## src/logic/acf_regs.svh

```systemverilog
// What this block does
// - single-ended result is unsigned 10-bit code
// - differential result is 10-bit two's complement
// - result bit 9 marks negative differential
// - bits 7:6 pick reference source
// - selection changes wait for conversion end
// - bit 5 left adjusts the result
// - left adjust change shows at once
// - codes 0-7 single-ended, 30 bandgap, 31 ground
// - codes 8-15 select gained differential pairs
// - codes 16-29 select unity-gain differential pairs
// - result readable once done flag is high
// - adjusted byte layout of result registers
// - low byte read locks result until high read
// - done flag set when result registers updated
`ifndef ACF_REGS_SVH
`define ACF_REGS_SVH
`define ACF_OFS_SELECT     8'h00
`define ACF_OFS_RES_LOW    8'h04
`define ACF_OFS_RES_HIGH   8'h08
`define ACF_OFS_CONTROL    8'h0c
`define ACF_OFS_STATUS     8'h10
`define ACF_OFS_MASK       8'h14
`define ACF_SELECT_RESET   8'h00
`define ACF_REF_MSB        7
`define ACF_REF_LSB        6
`define ACF_LADJ_BIT       5
`define ACF_CHAN_MSB       4
`define ACF_CHAN_LSB       0
`define ACF_CTRL_START_BIT 0
`define ACF_ST_DONE_BIT    0
`define ACF_ST_BUSY_BIT    1
`define ACF_DIFF_GAIN_LO   5'h08
`define ACF_DIFF_GAIN_HI   5'h0f
`define ACF_DIFF_N1_LO     5'h10
`define ACF_DIFF_N1_HI     5'h17
`define ACF_DIFF_N2_LO     5'h18
`define ACF_DIFF_N2_HI     5'h1d
`define ACF_CODE_BANDGAP   5'h1e
`define ACF_CODE_GROUND    5'h1f
`define ACF_RESP_OKAY      2'b00
`define ACF_RESP_SLVERR    2'b10
`endif

```

## src/logic/acf_pkg.sv

```systemverilog
package acf_pkg;
   typedef enum logic [1:0] {
      acf_ref_pin,
      acf_ref_supply,
      acf_ref_reserved,
      acf_ref_internal
   } acf_ref_type;

   typedef enum logic [1:0] {
      acf_gain_1x,
      acf_gain_10x,
      acf_gain_200x
   } acf_gain_type;
endpackage

```

## src/logic/acf_conv_if.sv

```systemverilog
`timescale 1ns/1ns
`default_nettype none
// links the converter sequencer to the result formatter
interface acf_conv_if;
   logic       done;
   logic [9:0] code;
   logic       low_read;
   logic       high_read;
   logic       locked;
   modport seq (output done, output code, input locked);
   modport fmt (input done, input code, input low_read, input high_read, output locked);
   modport bus (output low_read, output high_read);
endinterface
`default_nettype wire

```

## src/logic/acf_result_fmt.sv

```systemverilog
`timescale 1ns/1ns
`default_nettype none
`include "acf_regs.svh"
module acf_result_fmt (
   // clock and reset
   input  wire logic aclk,
   input  wire logic aresetn,
   // conversion side
   acf_conv_if.fmt   conv,
   // presentation
   input  wire logic left_adjust,
   output logic [7:0] result_low_byte,
   output logic [7:0] result_high_byte
);
   logic [9:0] result;
   logic       lock;

   always_ff @(posedge aclk) begin
      if (!aresetn) begin
         result <= 10'h000;
         lock   <= 1'b0;
      end else begin
         if (conv.done && !lock)
            result <= conv.code;
         if (conv.high_read)
            lock <= 1'b0;
         else if (conv.low_read)
            lock <= 1'b1;
      end
   end

   // a low read in the very cycle of completion must hold off the update too
   assign conv.locked = lock || conv.low_read;
   // layout follows the live left_adjust bit
   assign result_high_byte = left_adjust ? result[9:2] : {6'h00, result[9:8]};
   assign result_low_byte  = left_adjust ? {result[1:0], 6'h00} : result[7:0];
endmodule
`default_nettype wire

```

## src/logic/acf_sequencer.sv

```systemverilog
`timescale 1ns/1ns
`default_nettype none
module acf_sequencer #(
   parameter int CONV_CYCLES = 13
) (
   // clock and reset
   input  wire logic aclk,
   input  wire logic aresetn,
   // control
   input  wire logic start,
   output logic      busy,
   output logic      capture,
   // analog converter
   input  wire logic [9:0] sample_code,
   acf_conv_if.seq   conv
);
   typedef enum logic [1:0] {acf_idle, acf_conv, acf_wait} acf_seq_type;
   acf_seq_type state;
   logic [7:0]  count;
   logic [9:0]  code;

   assign busy    = (state != acf_idle);
   assign capture = (state == acf_idle) && start;
   assign conv.code = code;
   assign conv.done = (state == acf_wait) && !conv.locked;

   always_ff @(posedge aclk) begin
      if (!aresetn) begin
         state <= acf_idle;
         count <= 8'h00;
         code  <= 10'h000;
      end else begin
         unique case (state)
            acf_idle: if (start) begin
               state <= acf_conv;
               count <= 8'(CONV_CYCLES - 1);
            end
            acf_conv: begin
               if (count == 8'h00) begin
                  code  <= sample_code;
                  state <= acf_wait;
               end else
                  count <= count - 8'h01;
            end
            acf_wait: if (!conv.locked) state <= acf_idle;
         endcase
      end
   end
endmodule
`default_nettype wire

```

## src/logic/acf_top.sv

```systemverilog
// The implementer's own choices: the AXI4-Lite slave port and the placing of the registers.
`timescale 1ns/1ns
`default_nettype none
`include "acf_regs.svh"
module acf_top #(
   parameter int CONV_CYCLES = 13
) (
   // clock and reset
   input  wire logic        aclk,
   input  wire logic        aresetn,
   // axi4-lite write
   input  wire logic [7:0]  s_axi_awaddr,
   input  wire logic        s_axi_awvalid,
   output logic             s_axi_awready,
   input  wire logic [31:0] s_axi_wdata,
   input  wire logic [3:0]  s_axi_wstrb,
   input  wire logic        s_axi_wvalid,
   output logic             s_axi_wready,
   output logic [1:0]       s_axi_bresp,
   output logic             s_axi_bvalid,
   input  wire logic        s_axi_bready,
   // axi4-lite read
   input  wire logic [7:0]  s_axi_araddr,
   input  wire logic        s_axi_arvalid,
   output logic             s_axi_arready,
   output logic [31:0]      s_axi_rdata,
   output logic [1:0]       s_axi_rresp,
   output logic             s_axi_rvalid,
   input  wire logic        s_axi_rready,
   // analog front end
   input  wire logic [9:0]  sample_code,
   output logic [2:0]       pos_input,
   output logic [2:0]       neg_input,
   output logic             diff_mode,
   output logic [1:0]       gain_sel,
   output logic             bandgap_sel,
   output logic             ground_sel,
   output logic [1:0]       reference_select,
   // interrupt
   output logic             irq
);
   acf_conv_if conv ();

   logic [7:0] converter_input_select;
   logic [7:0] shadow_sel;
   logic       start;
   logic       busy;
   logic       capture;
   logic [1:0] status;
   logic [1:0] mask;
   logic [7:0] res_low;
   logic [7:0] res_high;
   logic       aw_held;
   logic       w_held;
   logic [7:0] aw_addr;
   logic [31:0] w_data;
   logic [3:0] w_strb;

   // decode of the shadowed selection
   function automatic logic [8:0] acf_decode(input logic [4:0] c);
      logic [2:0] p;
      logic [2:0] n;
      logic       d;
      logic [1:0] g;
      p = c[2:0];
      n = 3'h0;
      d = 1'b0;
      g = 2'(acf_pkg::acf_gain_1x);
      if (c >= `ACF_DIFF_GAIN_LO && c <= `ACF_DIFF_GAIN_HI) begin
         d = 1'b1;
         p = {1'b0, c[2], c[0]};
         n = {1'b0, c[2], 1'b0};
         g = c[1] ? 2'(acf_pkg::acf_gain_200x) : 2'(acf_pkg::acf_gain_10x);
      end else if (c >= `ACF_DIFF_N1_LO && c <= `ACF_DIFF_N1_HI) begin
         d = 1'b1;
         n = 3'h1;
      end else if (c >= `ACF_DIFF_N2_LO && c <= `ACF_DIFF_N2_HI) begin
         d = 1'b1;
         n = 3'h2;
      end
      return {d, g, n, p};
   endfunction

   wire [8:0] dec        = acf_decode(shadow_sel[`ACF_CHAN_MSB:`ACF_CHAN_LSB]);
   wire [4:0] chan       = shadow_sel[`ACF_CHAN_MSB:`ACF_CHAN_LSB];
   wire       wr_fire    = aw_held && w_held && !s_axi_bvalid;
   wire       rd_fire    = s_axi_arvalid && s_axi_arready;
   wire       aw_take    = s_axi_awvalid && s_axi_awready;
   wire       w_take     = s_axi_wvalid && s_axi_wready;
   wire       wr_sel     = wr_fire && aw_addr == `ACF_OFS_SELECT && w_strb[0];
   wire       wr_ctrl    = wr_fire && aw_addr == `ACF_OFS_CONTROL && w_strb[0];
   wire       wr_mask    = wr_fire && aw_addr == `ACF_OFS_MASK && w_strb[0];
   wire       wr_known   = aw_addr == `ACF_OFS_SELECT || aw_addr == `ACF_OFS_CONTROL
                           || aw_addr == `ACF_OFS_MASK;
   wire       rd_known   = s_axi_araddr <= `ACF_OFS_MASK && s_axi_araddr[1:0] == 2'b00;
   wire       rd_low     = rd_fire && s_axi_araddr == `ACF_OFS_RES_LOW;
   wire       rd_high    = rd_fire && s_axi_araddr == `ACF_OFS_RES_HIGH;
   wire       rd_status  = rd_fire && s_axi_araddr == `ACF_OFS_STATUS;
   wire [1:0] events     = {1'b0, conv.done};
   wire [7:0] rd_word    =
      s_axi_araddr == `ACF_OFS_SELECT  ? converter_input_select :
      s_axi_araddr == `ACF_OFS_RES_LOW ? res_low :
      s_axi_araddr == `ACF_OFS_RES_HIGH ? res_high :
      s_axi_araddr == `ACF_OFS_CONTROL ? {7'h00, busy} :
      s_axi_araddr == `ACF_OFS_STATUS  ? {6'h00, busy, status[`ACF_ST_DONE_BIT]} :
      s_axi_araddr == `ACF_OFS_MASK    ? {6'h00, mask} : 8'h00;

   assign conv.low_read  = rd_low;
   assign conv.high_read = rd_high;

   acf_sequencer #(
      .CONV_CYCLES (CONV_CYCLES)
   ) u_seq (
      .aclk        (aclk),
      .aresetn     (aresetn),
      .start       (start),
      .busy        (busy),
      .capture     (capture),
      .sample_code (sample_code),
      .conv        (conv.seq)
   );

   acf_result_fmt u_fmt (
      .aclk             (aclk),
      .aresetn          (aresetn),
      .conv             (conv.fmt),
      .left_adjust      (converter_input_select[`ACF_LADJ_BIT]),
      .result_low_byte  (res_low),
      .result_high_byte (res_high)
   );

   // register and selection state
   always_ff @(posedge aclk) begin
      if (!aresetn) begin
         converter_input_select <= `ACF_SELECT_RESET;
         shadow_sel <= `ACF_SELECT_RESET;
         start      <= 1'b0;
         mask       <= 2'b00;
         status     <= 2'b00;
      end else begin
         if (wr_sel)
            converter_input_select <= w_data[7:0];
         // new selections reach the front end only between conversions
         if (capture)
            shadow_sel <= converter_input_select;
         start <= wr_ctrl ? w_data[`ACF_CTRL_START_BIT] : (start && !capture);
         if (wr_mask)
            mask <= w_data[1:0];
         // set beats read-clear
         status <= (rd_status ? 2'b00 : status) | events;
      end
   end

   // analog front end outputs and interrupt, all registered
   always_ff @(posedge aclk) begin
      if (!aresetn) begin
         pos_input <= 3'h0;
         neg_input <= 3'h0;
         diff_mode <= 1'b0;
         gain_sel  <= 2'b00;
         bandgap_sel <= 1'b0;
         ground_sel  <= 1'b0;
         reference_select <= 2'b00;
         irq <= 1'b0;
      end else begin
         pos_input <= dec[2:0];
         neg_input <= dec[5:3];
         gain_sel  <= dec[7:6];
         diff_mode <= dec[8];
         bandgap_sel <= chan == `ACF_CODE_BANDGAP;
         ground_sel  <= chan == `ACF_CODE_GROUND;
         reference_select <= shadow_sel[`ACF_REF_MSB:`ACF_REF_LSB];
         irq <= |(((rd_status ? 2'b00 : status) | events) & mask);
      end
   end

   // axi4-lite slave
   always_ff @(posedge aclk) begin
      if (!aresetn) begin
         aw_held <= 1'b0;
         w_held  <= 1'b0;
         aw_addr <= 8'h00;
         w_data  <= 32'h0000_0000;
         w_strb  <= 4'h0;
         s_axi_bvalid <= 1'b0;
         s_axi_bresp  <= `ACF_RESP_OKAY;
         s_axi_rvalid <= 1'b0;
         s_axi_rdata  <= 32'h0000_0000;
         s_axi_rresp  <= `ACF_RESP_OKAY;
         s_axi_awready <= 1'b0;
         s_axi_wready  <= 1'b0;
         s_axi_arready <= 1'b0;
      end else begin
         // ready flags are the next free state of each slot
         s_axi_awready <= wr_fire || !(aw_held || aw_take);
         s_axi_wready  <= wr_fire || !(w_held || w_take);
         s_axi_arready <= !(rd_fire || (s_axi_rvalid && !s_axi_rready));
         if (s_axi_awvalid && s_axi_awready) begin
            aw_held <= 1'b1;
            aw_addr <= s_axi_awaddr;
         end
         if (s_axi_wvalid && s_axi_wready) begin
            w_held <= 1'b1;
            w_data <= s_axi_wdata;
            w_strb <= s_axi_wstrb;
         end
         if (wr_fire) begin
            aw_held <= 1'b0;
            w_held  <= 1'b0;
            s_axi_bvalid <= 1'b1;
            s_axi_bresp  <= wr_known ? `ACF_RESP_OKAY : `ACF_RESP_SLVERR;
         end else if (s_axi_bready)
            s_axi_bvalid <= 1'b0;
         if (rd_fire) begin
            s_axi_rvalid <= 1'b1;
            s_axi_rdata  <= {24'h000000, rd_word};
            s_axi_rresp  <= rd_known ? `ACF_RESP_OKAY : `ACF_RESP_SLVERR;
         end else if (s_axi_rready)
            s_axi_rvalid <= 1'b0;
      end
   end

endmodule
`default_nettype wire

```

## config.mk

```make
export PLATFORM = sky130hd
export DESIGN_NAME = acf_top
export DESIGN_NICKNAME = d
export VERILOG_FILES = /design/src/logic/acf_pkg.sv /design/src/logic/acf_conv_if.sv /design/src/logic/acf_result_fmt.sv /design/src/logic/acf_sequencer.sv /design/src/logic/acf_top.sv
export VERILOG_INCLUDE_DIRS = /design/src /design/src/logic
export SDC_FILE = /design/constraint.sdc
export NUM_CORES = 1
export LEC_CHECK = 0
export ABC_AREA = 0
export BUFFER_PORTS_ARGS = -buffer_cell sky130_fd_sc_hd__buf_4
export CELL_PAD_IN_SITES_DETAIL_PLACEMENT = 0
export CELL_PAD_IN_SITES_GLOBAL_PLACEMENT = 2
export CORE_UTILIZATION = 32
export DETAILED_ROUTE_END_ITERATION = 10
export PLACE_DENSITY_LB_ADDON = 0.1
export SLEW_MARGIN = 10
export SYNTH_ARGS = -nofsm -noshare
export SYNTH_HDL_FRONTEND = slang
export SYNTH_SLANG_ARGS = --single-unit
```

## constraint.sdc

```tcl
create_clock -name aclk -period 5 [get_ports aclk]
set_clock_uncertainty 0.15 [all_clocks]
set_input_delay 1 -clock aclk [delete_from_list [all_inputs] [get_ports aclk]]
set_output_delay 1 -clock aclk [all_outputs]
set_load 0.01 [all_outputs]
```

# --- Word level (Yosys, flattened, before mapping) ---
# Index checks and enable logic that the tools add are counted.
classes:
  muxes: 31
  n_eq_ne: 15
  magnitude_cmp: 7
  bitwise: 3
  n_reduce_logical: 57
  addsub: 1
op_table:
  columns: ["cell", "n"]
  rows:
  - ["$mux W8", 7]
  - ["$mux W2", 14]
  - ["$eq A8 B4 Y1 const B", 3]
  - ["$eq A8 B5 Y1 const B", 3]
  - ["$logic_not A8 Y1", 3]
  - ["$logic_and A1 B1 Y1", 23]
  - ["$pmux W8 S2", 1]
  - ["$eq A5 B5 Y1 const B", 2]
  - ["$ge A5 B5 Y1 const B", 2]
  - ["$le A5 B5 Y1 const B", 2]
  - ["$eq A8 B3 Y1 const B", 1]
  - ["$le A8 B5 Y1 const B", 1]
  - ["$logic_not A1 Y1", 8]
  - ["$logic_or A1 B1 Y1", 8]
  - ["$mux W1", 8]
  - ["$reduce_bool A2 Y1", 4]
  - ["$reduce_or A2 Y1", 4]
  - ["$sub A8 B1 Y8 const B", 1]
  - ["$ne A2 B2 Y1 const B", 3]
  - ["$pmux W2 S3", 1]
  - ["$reduce_and A3 Y1", 2]
  - ["$ge A5 B4 Y1 const B", 1]
  - ["$le A5 B4 Y1 const B", 1]
  - ["$logic_not A2 Y1", 2]
  - ["8 further kinds", 9]
word_totals:
  inputBits: 69
  register_bits: 102
  word_cells: 148

# --- Depth between registers and ports, before layout ---
depth:
  ltp_word: 8
  depth_mapped: 7
  mapped_depth_nobuf: 7

# --- Modules after synthesis ---
# From an unflattened synthesis, not the netlist that was laid out.
hier_totals:
  hier_cells: 504
  hier_area_um2: 4603.2
by_module_without_submodules:
  columns: ["module", "cells_each", "seq_area_each_um2", "area_each_um2", "n_inst"]
  rows:
  - ["acf_top", 335, 1341.3, 3020.4, 1]
  - ["acf_sequencer", 104, 400.4, 998.5, 1]
  - ["acf_result_fmt", 65, 220.2, 584.3, 1]

# --- Worst setup path after synthesis ---
# Ideal clock, no wire load.
synth_timing:
  path_kind: "in2reg"
  startpoint: "in s_axi_araddr[5]"
  endpoint: "reg s_axi_rdata[2]"
  t_arrival_ps: 2497
  t_required_ps: 4780
  setup_ps: 70
  path_stages: 5
  n_path_buf: 1
  setup_slack_ps: 2283
  path_cell_list: "or3_4 buf_6 or4_4 or3_1 a21oi_1"
synth_via:
  elab_chain_len: 4
synth_rtl:
  columns: ["item", "line_no", "source"]
  rows:
  - ["start, declared", "acf_top.sv:23", "input wire logic [7:0] s_axi_araddr,"]
  - ["$eq A8 B4 Y1 (no line)", null, null]
  - ["$mux W8", "acf_top.sv:103", "s_axi_araddr == `ACF_OFS_RES_HIGH ? res_high :"]
  - ["$mux W8", "acf_top.sv:102", "s_axi_araddr == `ACF_OFS_RES_LOW ? res_low :"]
  - ["$mux W8 *", "acf_top.sv:101", "s_axi_araddr == `ACF_OFS_SELECT ? converter_input_select :"]
  - ["end signal, assigned", "acf_top.sv:216", "s_axi_rdata <= {24'h000000, rd_word};"]
  - ["end, declared", "acf_top.sv:26", "output logic [31:0] s_axi_rdata,"]
# Every way passes the cells marked *; elsewhere a longest branch is shown, timed or not.
# A chain may end at the register's enable or synchronous reset.

# --- Worst setup path after layout ---
layout_timing:
  startpoint: "in s_axi_araddr[1]"
  endpoint: "reg irq"
layout_via:
  elab_chain_len: 8
layout_rtl:
  columns: ["item", "line_no", "source"]
  rows:
  - ["$eq A8 B3 Y1 (no line)", null, null]
  - ["$logic_and A1 B1 Y1 (no line)", null, null]
  - ["$logic_or A1 B1 Y1", "acf_result_fmt.sv:33", "assign conv.locked = lock || conv.low_read;"]
  - ["$logic_not A1 Y1", "acf_sequencer.sv:25", "assign conv.done = (state == acf_wait) && !conv.locked;"]
  - ["$logic_and A1 B1 Y1", "acf_sequencer.sv:25", null]
  - ["$or A2 B1 Y2 *", "acf_top.sv:173", "irq <= |(((rd_status ? 2'b00 : status) | events) & mask);"]
  - ["$and A2 B2 Y2 *", "acf_top.sv:173", null]
  - ["$reduce_or A2 Y1 *", "acf_top.sv:173", null]
  - ["end signal, assigned", "acf_top.sv:173", null]
  - ["end, declared", "acf_top.sv:40", "output logic irq"]
# Marks and branches as above.

==> results.md <==
| Parameter | Value |
|:---|:---|
| Run status | finished clean |
| Synthesized area | 4210 um^2 |
| Post-CTS Setup Inserts | 0 |
| Number of synthesized flops with an enable pin | 0 |
| Die area | 13600 um^2 |
| Leading cell types by count after synthesis | dfxtp_1 (98), nand2_1 (74), a21oi_1 (61), nor2_1 (54), buf_4 (28) |
| Tot GR Track Use | 15.4% |
| TritonCTS buffer count | 9 |
| Crit Path Max Fanout | 8 |
| Maximum clock frequency | 387 MHz |
| Worst stage delay on the critical path | 0.47 ns |
| Cell family with most CP delay | simple AND/OR/NAND/NOR gates |
| Predominant post-synthesis flop cell | dfxtp_1 |
| Post-synthesis sequential area ratio | 46.6% |
| Cell type of the slowest stage on the worst timing path | or3_1 |
| Share of the clock period used by the worst path | 51.6% |
| Yosys synthesis warning count | 0 |
| Post-detailed-route DRC marker count | 0 |
| Area share of the largest cell type after synthesis | 46.6% |
| H-tree levels | 3 |
| Time the final worst path needs with I/O delays and setup | 2.58 ns |
| Count of buffer and inverter cells on the critical path | 1 |
| Area contributors post-synth | dfxtp_1 (47%), a21oi_1 (7.3%), nand2_1 (6.6%) |
| Utilization of the core after routing | 39.6% |
| Number of global-route vias before repair | 3120 |
| Post-place setup slack | 2.07 ns |
| Dominant cell by count in the synthesized netlist | dfxtp_1 |
| Critical Path End Type | flip-flop |
| Detailed Route Iter0 Violations | 203 |
| Placeable core area | 12700 um^2 |
| Hold-fix buffers at CTS | 0 |
| Synthesis-to-layout area growth | 19.7% |
| Total of buffers placed on input and output ports | 69 |
| Synthesized instance count | 501 |
| Total half-perimeter wirelength after legalization and detailed placement | 6.98 mm |
| Final hold viol count | 0 |
| Actual slew at the worst max-slew pin | 0.967 ns |
| Boundary Pins | 124 |
| Post-synthesis cell type with the largest combined area | dfxtp_1 |
| Mean area per synthesized cell | 8.40 um^2 |
| Number of clock sinks | 98 |
| Setup Viol. Count Final | 0 |
| Remaining Overflow, GRT | 0 |
| Clock root buffer | clkbuf_16 |
| Crit path launch type | primary input |
| Source-to-sink clock delay at the later pin of the worst-skew pair | 0.35 ns |
| Sequence of cells on the critical path | buf_4 -> or2_1 -> or3_1 -> or4_1 -> a21oi_1 -> o22ai_1 |
| Final WS setup | 2.42 ns |
| Maximum buffer depth of the clock tree | 2 |
| Antenna Violating Nets Remaining | 0 |
| Data required time at the worst endpoint | 5.06 ns |
| Routed wire length per instance | 13.5 um |
| Worst hold-check path type | flip-flop to flip-flop |
| Post-route setup TNS | 0 ns |
| Ratio of total power to cell area | 387 nW/um^2 |
| Total detailed-routing wirelength | 9.84 mm |
| Critical path type | primary input to flip-flop |
| Die X | 117 um |
| Initial antenna violation count | 0 |
| TritonCTS clock tree | built |
| Async set or reset register ratio after synthesis | 0% |
| Max-slew violation total from the final report | 0 |
| Number of antenna repair diodes | 0 |
| Number of distinct library cell variants in the gate-level netlist after synthesis | 52 |
| Effective utilization at floorplan | 33.1% |
| Routed vias/inst | 4.74 |
| Die Span Y | 117 um |
| Peak ir drop on the vdd network | 0.156 mV |
| Unrepaired setup endpoints after global routing | no |
| Clock-pin slew reported for the worst setup and hold paths after clock tree synthesis | 0.06 ns |
| Relative max-transition margin | 35.5% |
| Flip-flop and latch count after synthesis | 98 |
| Gp weighted congestion | 0.762 |
| First-pass GRT wire length | 15.9 mm |
| # nets final | 625 |
| Data arrival time of the critical path | 2.64 ns |
| Share of post-route cells with drive strength above 1 | 16.0% |
| Quantity of gates resized following cts | 0 |
| Max capacitance violation total | 0 |
| Pin count of the biggest net entering global routing | 53 |
| Routed vias | 3449 |
| DR pass1 iterations | 4 |
| Total leakage power | 1.94 nW |
| Cell row count | 41 |
## worst reg2reg max path, stage by stage, from the launching register on
cell and delay [ns]:
dfxtp_1 0.33, inv_1 0.08, ha_1 0.46, mux2i_1 0.24, a41oi_1 0.51, nand4_1 0.19, xnor2_1 0.16, o21a_1 0.16
## path summary, 6_finish.rpt
check	start	endpoint	depth (start not counted)	slack, ns
worst min-delay path	status[1]$_SDFF_PN0_	status[1]$_SDFF_PN0_	2	0.30
worst max register to register	u_seq.state[1]$_SDFFE_PN0P_	u_seq.count[3]$_SDFFE_PN0P_	7	2.61
worst max-delay path	s_axi_araddr[1]	irq$_SDFF_PN0_	6	2.42
worst min register to register	status[1]$_SDFF_PN0_	status[1]$_SDFF_PN0_	2	0.30
## cell families (layout without fill, tap and decap cells)
group | Yosys count | count (layout) | synth area share [%]
multiplexers | 26 | 26 | 6.18
other | 1 | 27 | 0.0891
buffers and inverters | 70 | 98 | 9.33
AND/OR/NAND/NOR | 199 | 199 | 21.7
AO/OA/AOI/OAI | 97 | 97 | 13.6
XOR/XNOR | 6 | 6 | 1.25
flip-flops | 98 | 98 | 46.6
adder cells (fa/ha/maj) | 4 | 4 | 1.19
## area by class of cell
| class | count | area (um^2) |
|---|---|---|
| Fill cell | 1371 | 7680 |
| Sequential cell | 98 | 1960 |
| Multi-Input combinational cell | 359 | 1960 |
| Timing Repair Buffer | 71 | 533 |
| Clock buffer | 11 | 233 |
| Tap cell | 172 | 215 |
| Clock inverter | 3 | 90.1 |
| Inverter | 13 | 48.8 |
## placed cells by master, fill, tap and decap left out, types with 4 or more instances in the layout
master and instances:
dfxtp_1 98, nand2_1 74, buf_4 71, a21oi_1 61, nor2_1 54, conb_1 27, mux2i_1 26, nand3_1 23
inv_1 12, clkbuf_16 9, nor3_1 8, o21ai_0 8, nand4_1 6, nand2b_1 6, xor2_1 5, nand3b_1 4
o31ai_1 4, ha_1 4
## sequential cells by signal (all words and copies together), names as in the netlist, 3 cells and up
register                flops
s_axi_rdata                 8
u_seq.count                 8
u_seq.conv.code            10
w_data                      8
pos_input                   3
converter_input_select      8
u_fmt.result               10
aw_addr                     8
shadow_sel                  7
## layer usage
| metal | GRT usage, % | part of all wire [%] | vias to the layer above |
|---|---|---|---|
| met5 | 0 | 0 | - |
| met3 | 3.17 | 3.8 | 16 |
| met4 | 8.02 | 2.5 | 0 |
| met2 | 22.8 | 43 | 79 |
| li1 | - | - | 1767 |
| met1 | 21.1 | 51 | 1587 |
## power breakdown
part | switching (mW) | internal (mW) | total (mW)
registers | 0.0378 | 0.835 | 0.873
logic | 0.189 | 0.123 | 0.312
clock network | 0.284 | 0.484 | 0.767
total | 0.510 | 1.44 | 1.95
## stage by stage
stage	total power, mW	hold WS, ns	cell area [um^2]	instances
floorplan	1.13	0.273	4310	527
global placement	1.20	0.292	4720	713
detailed placement	1.21	0.293	4720	713
CTS	1.99	0.303	5040	727
global route	2.06	0.321	5040	727
finish	1.95	0.301	5040	727
(Power assumes the default switching activity.)
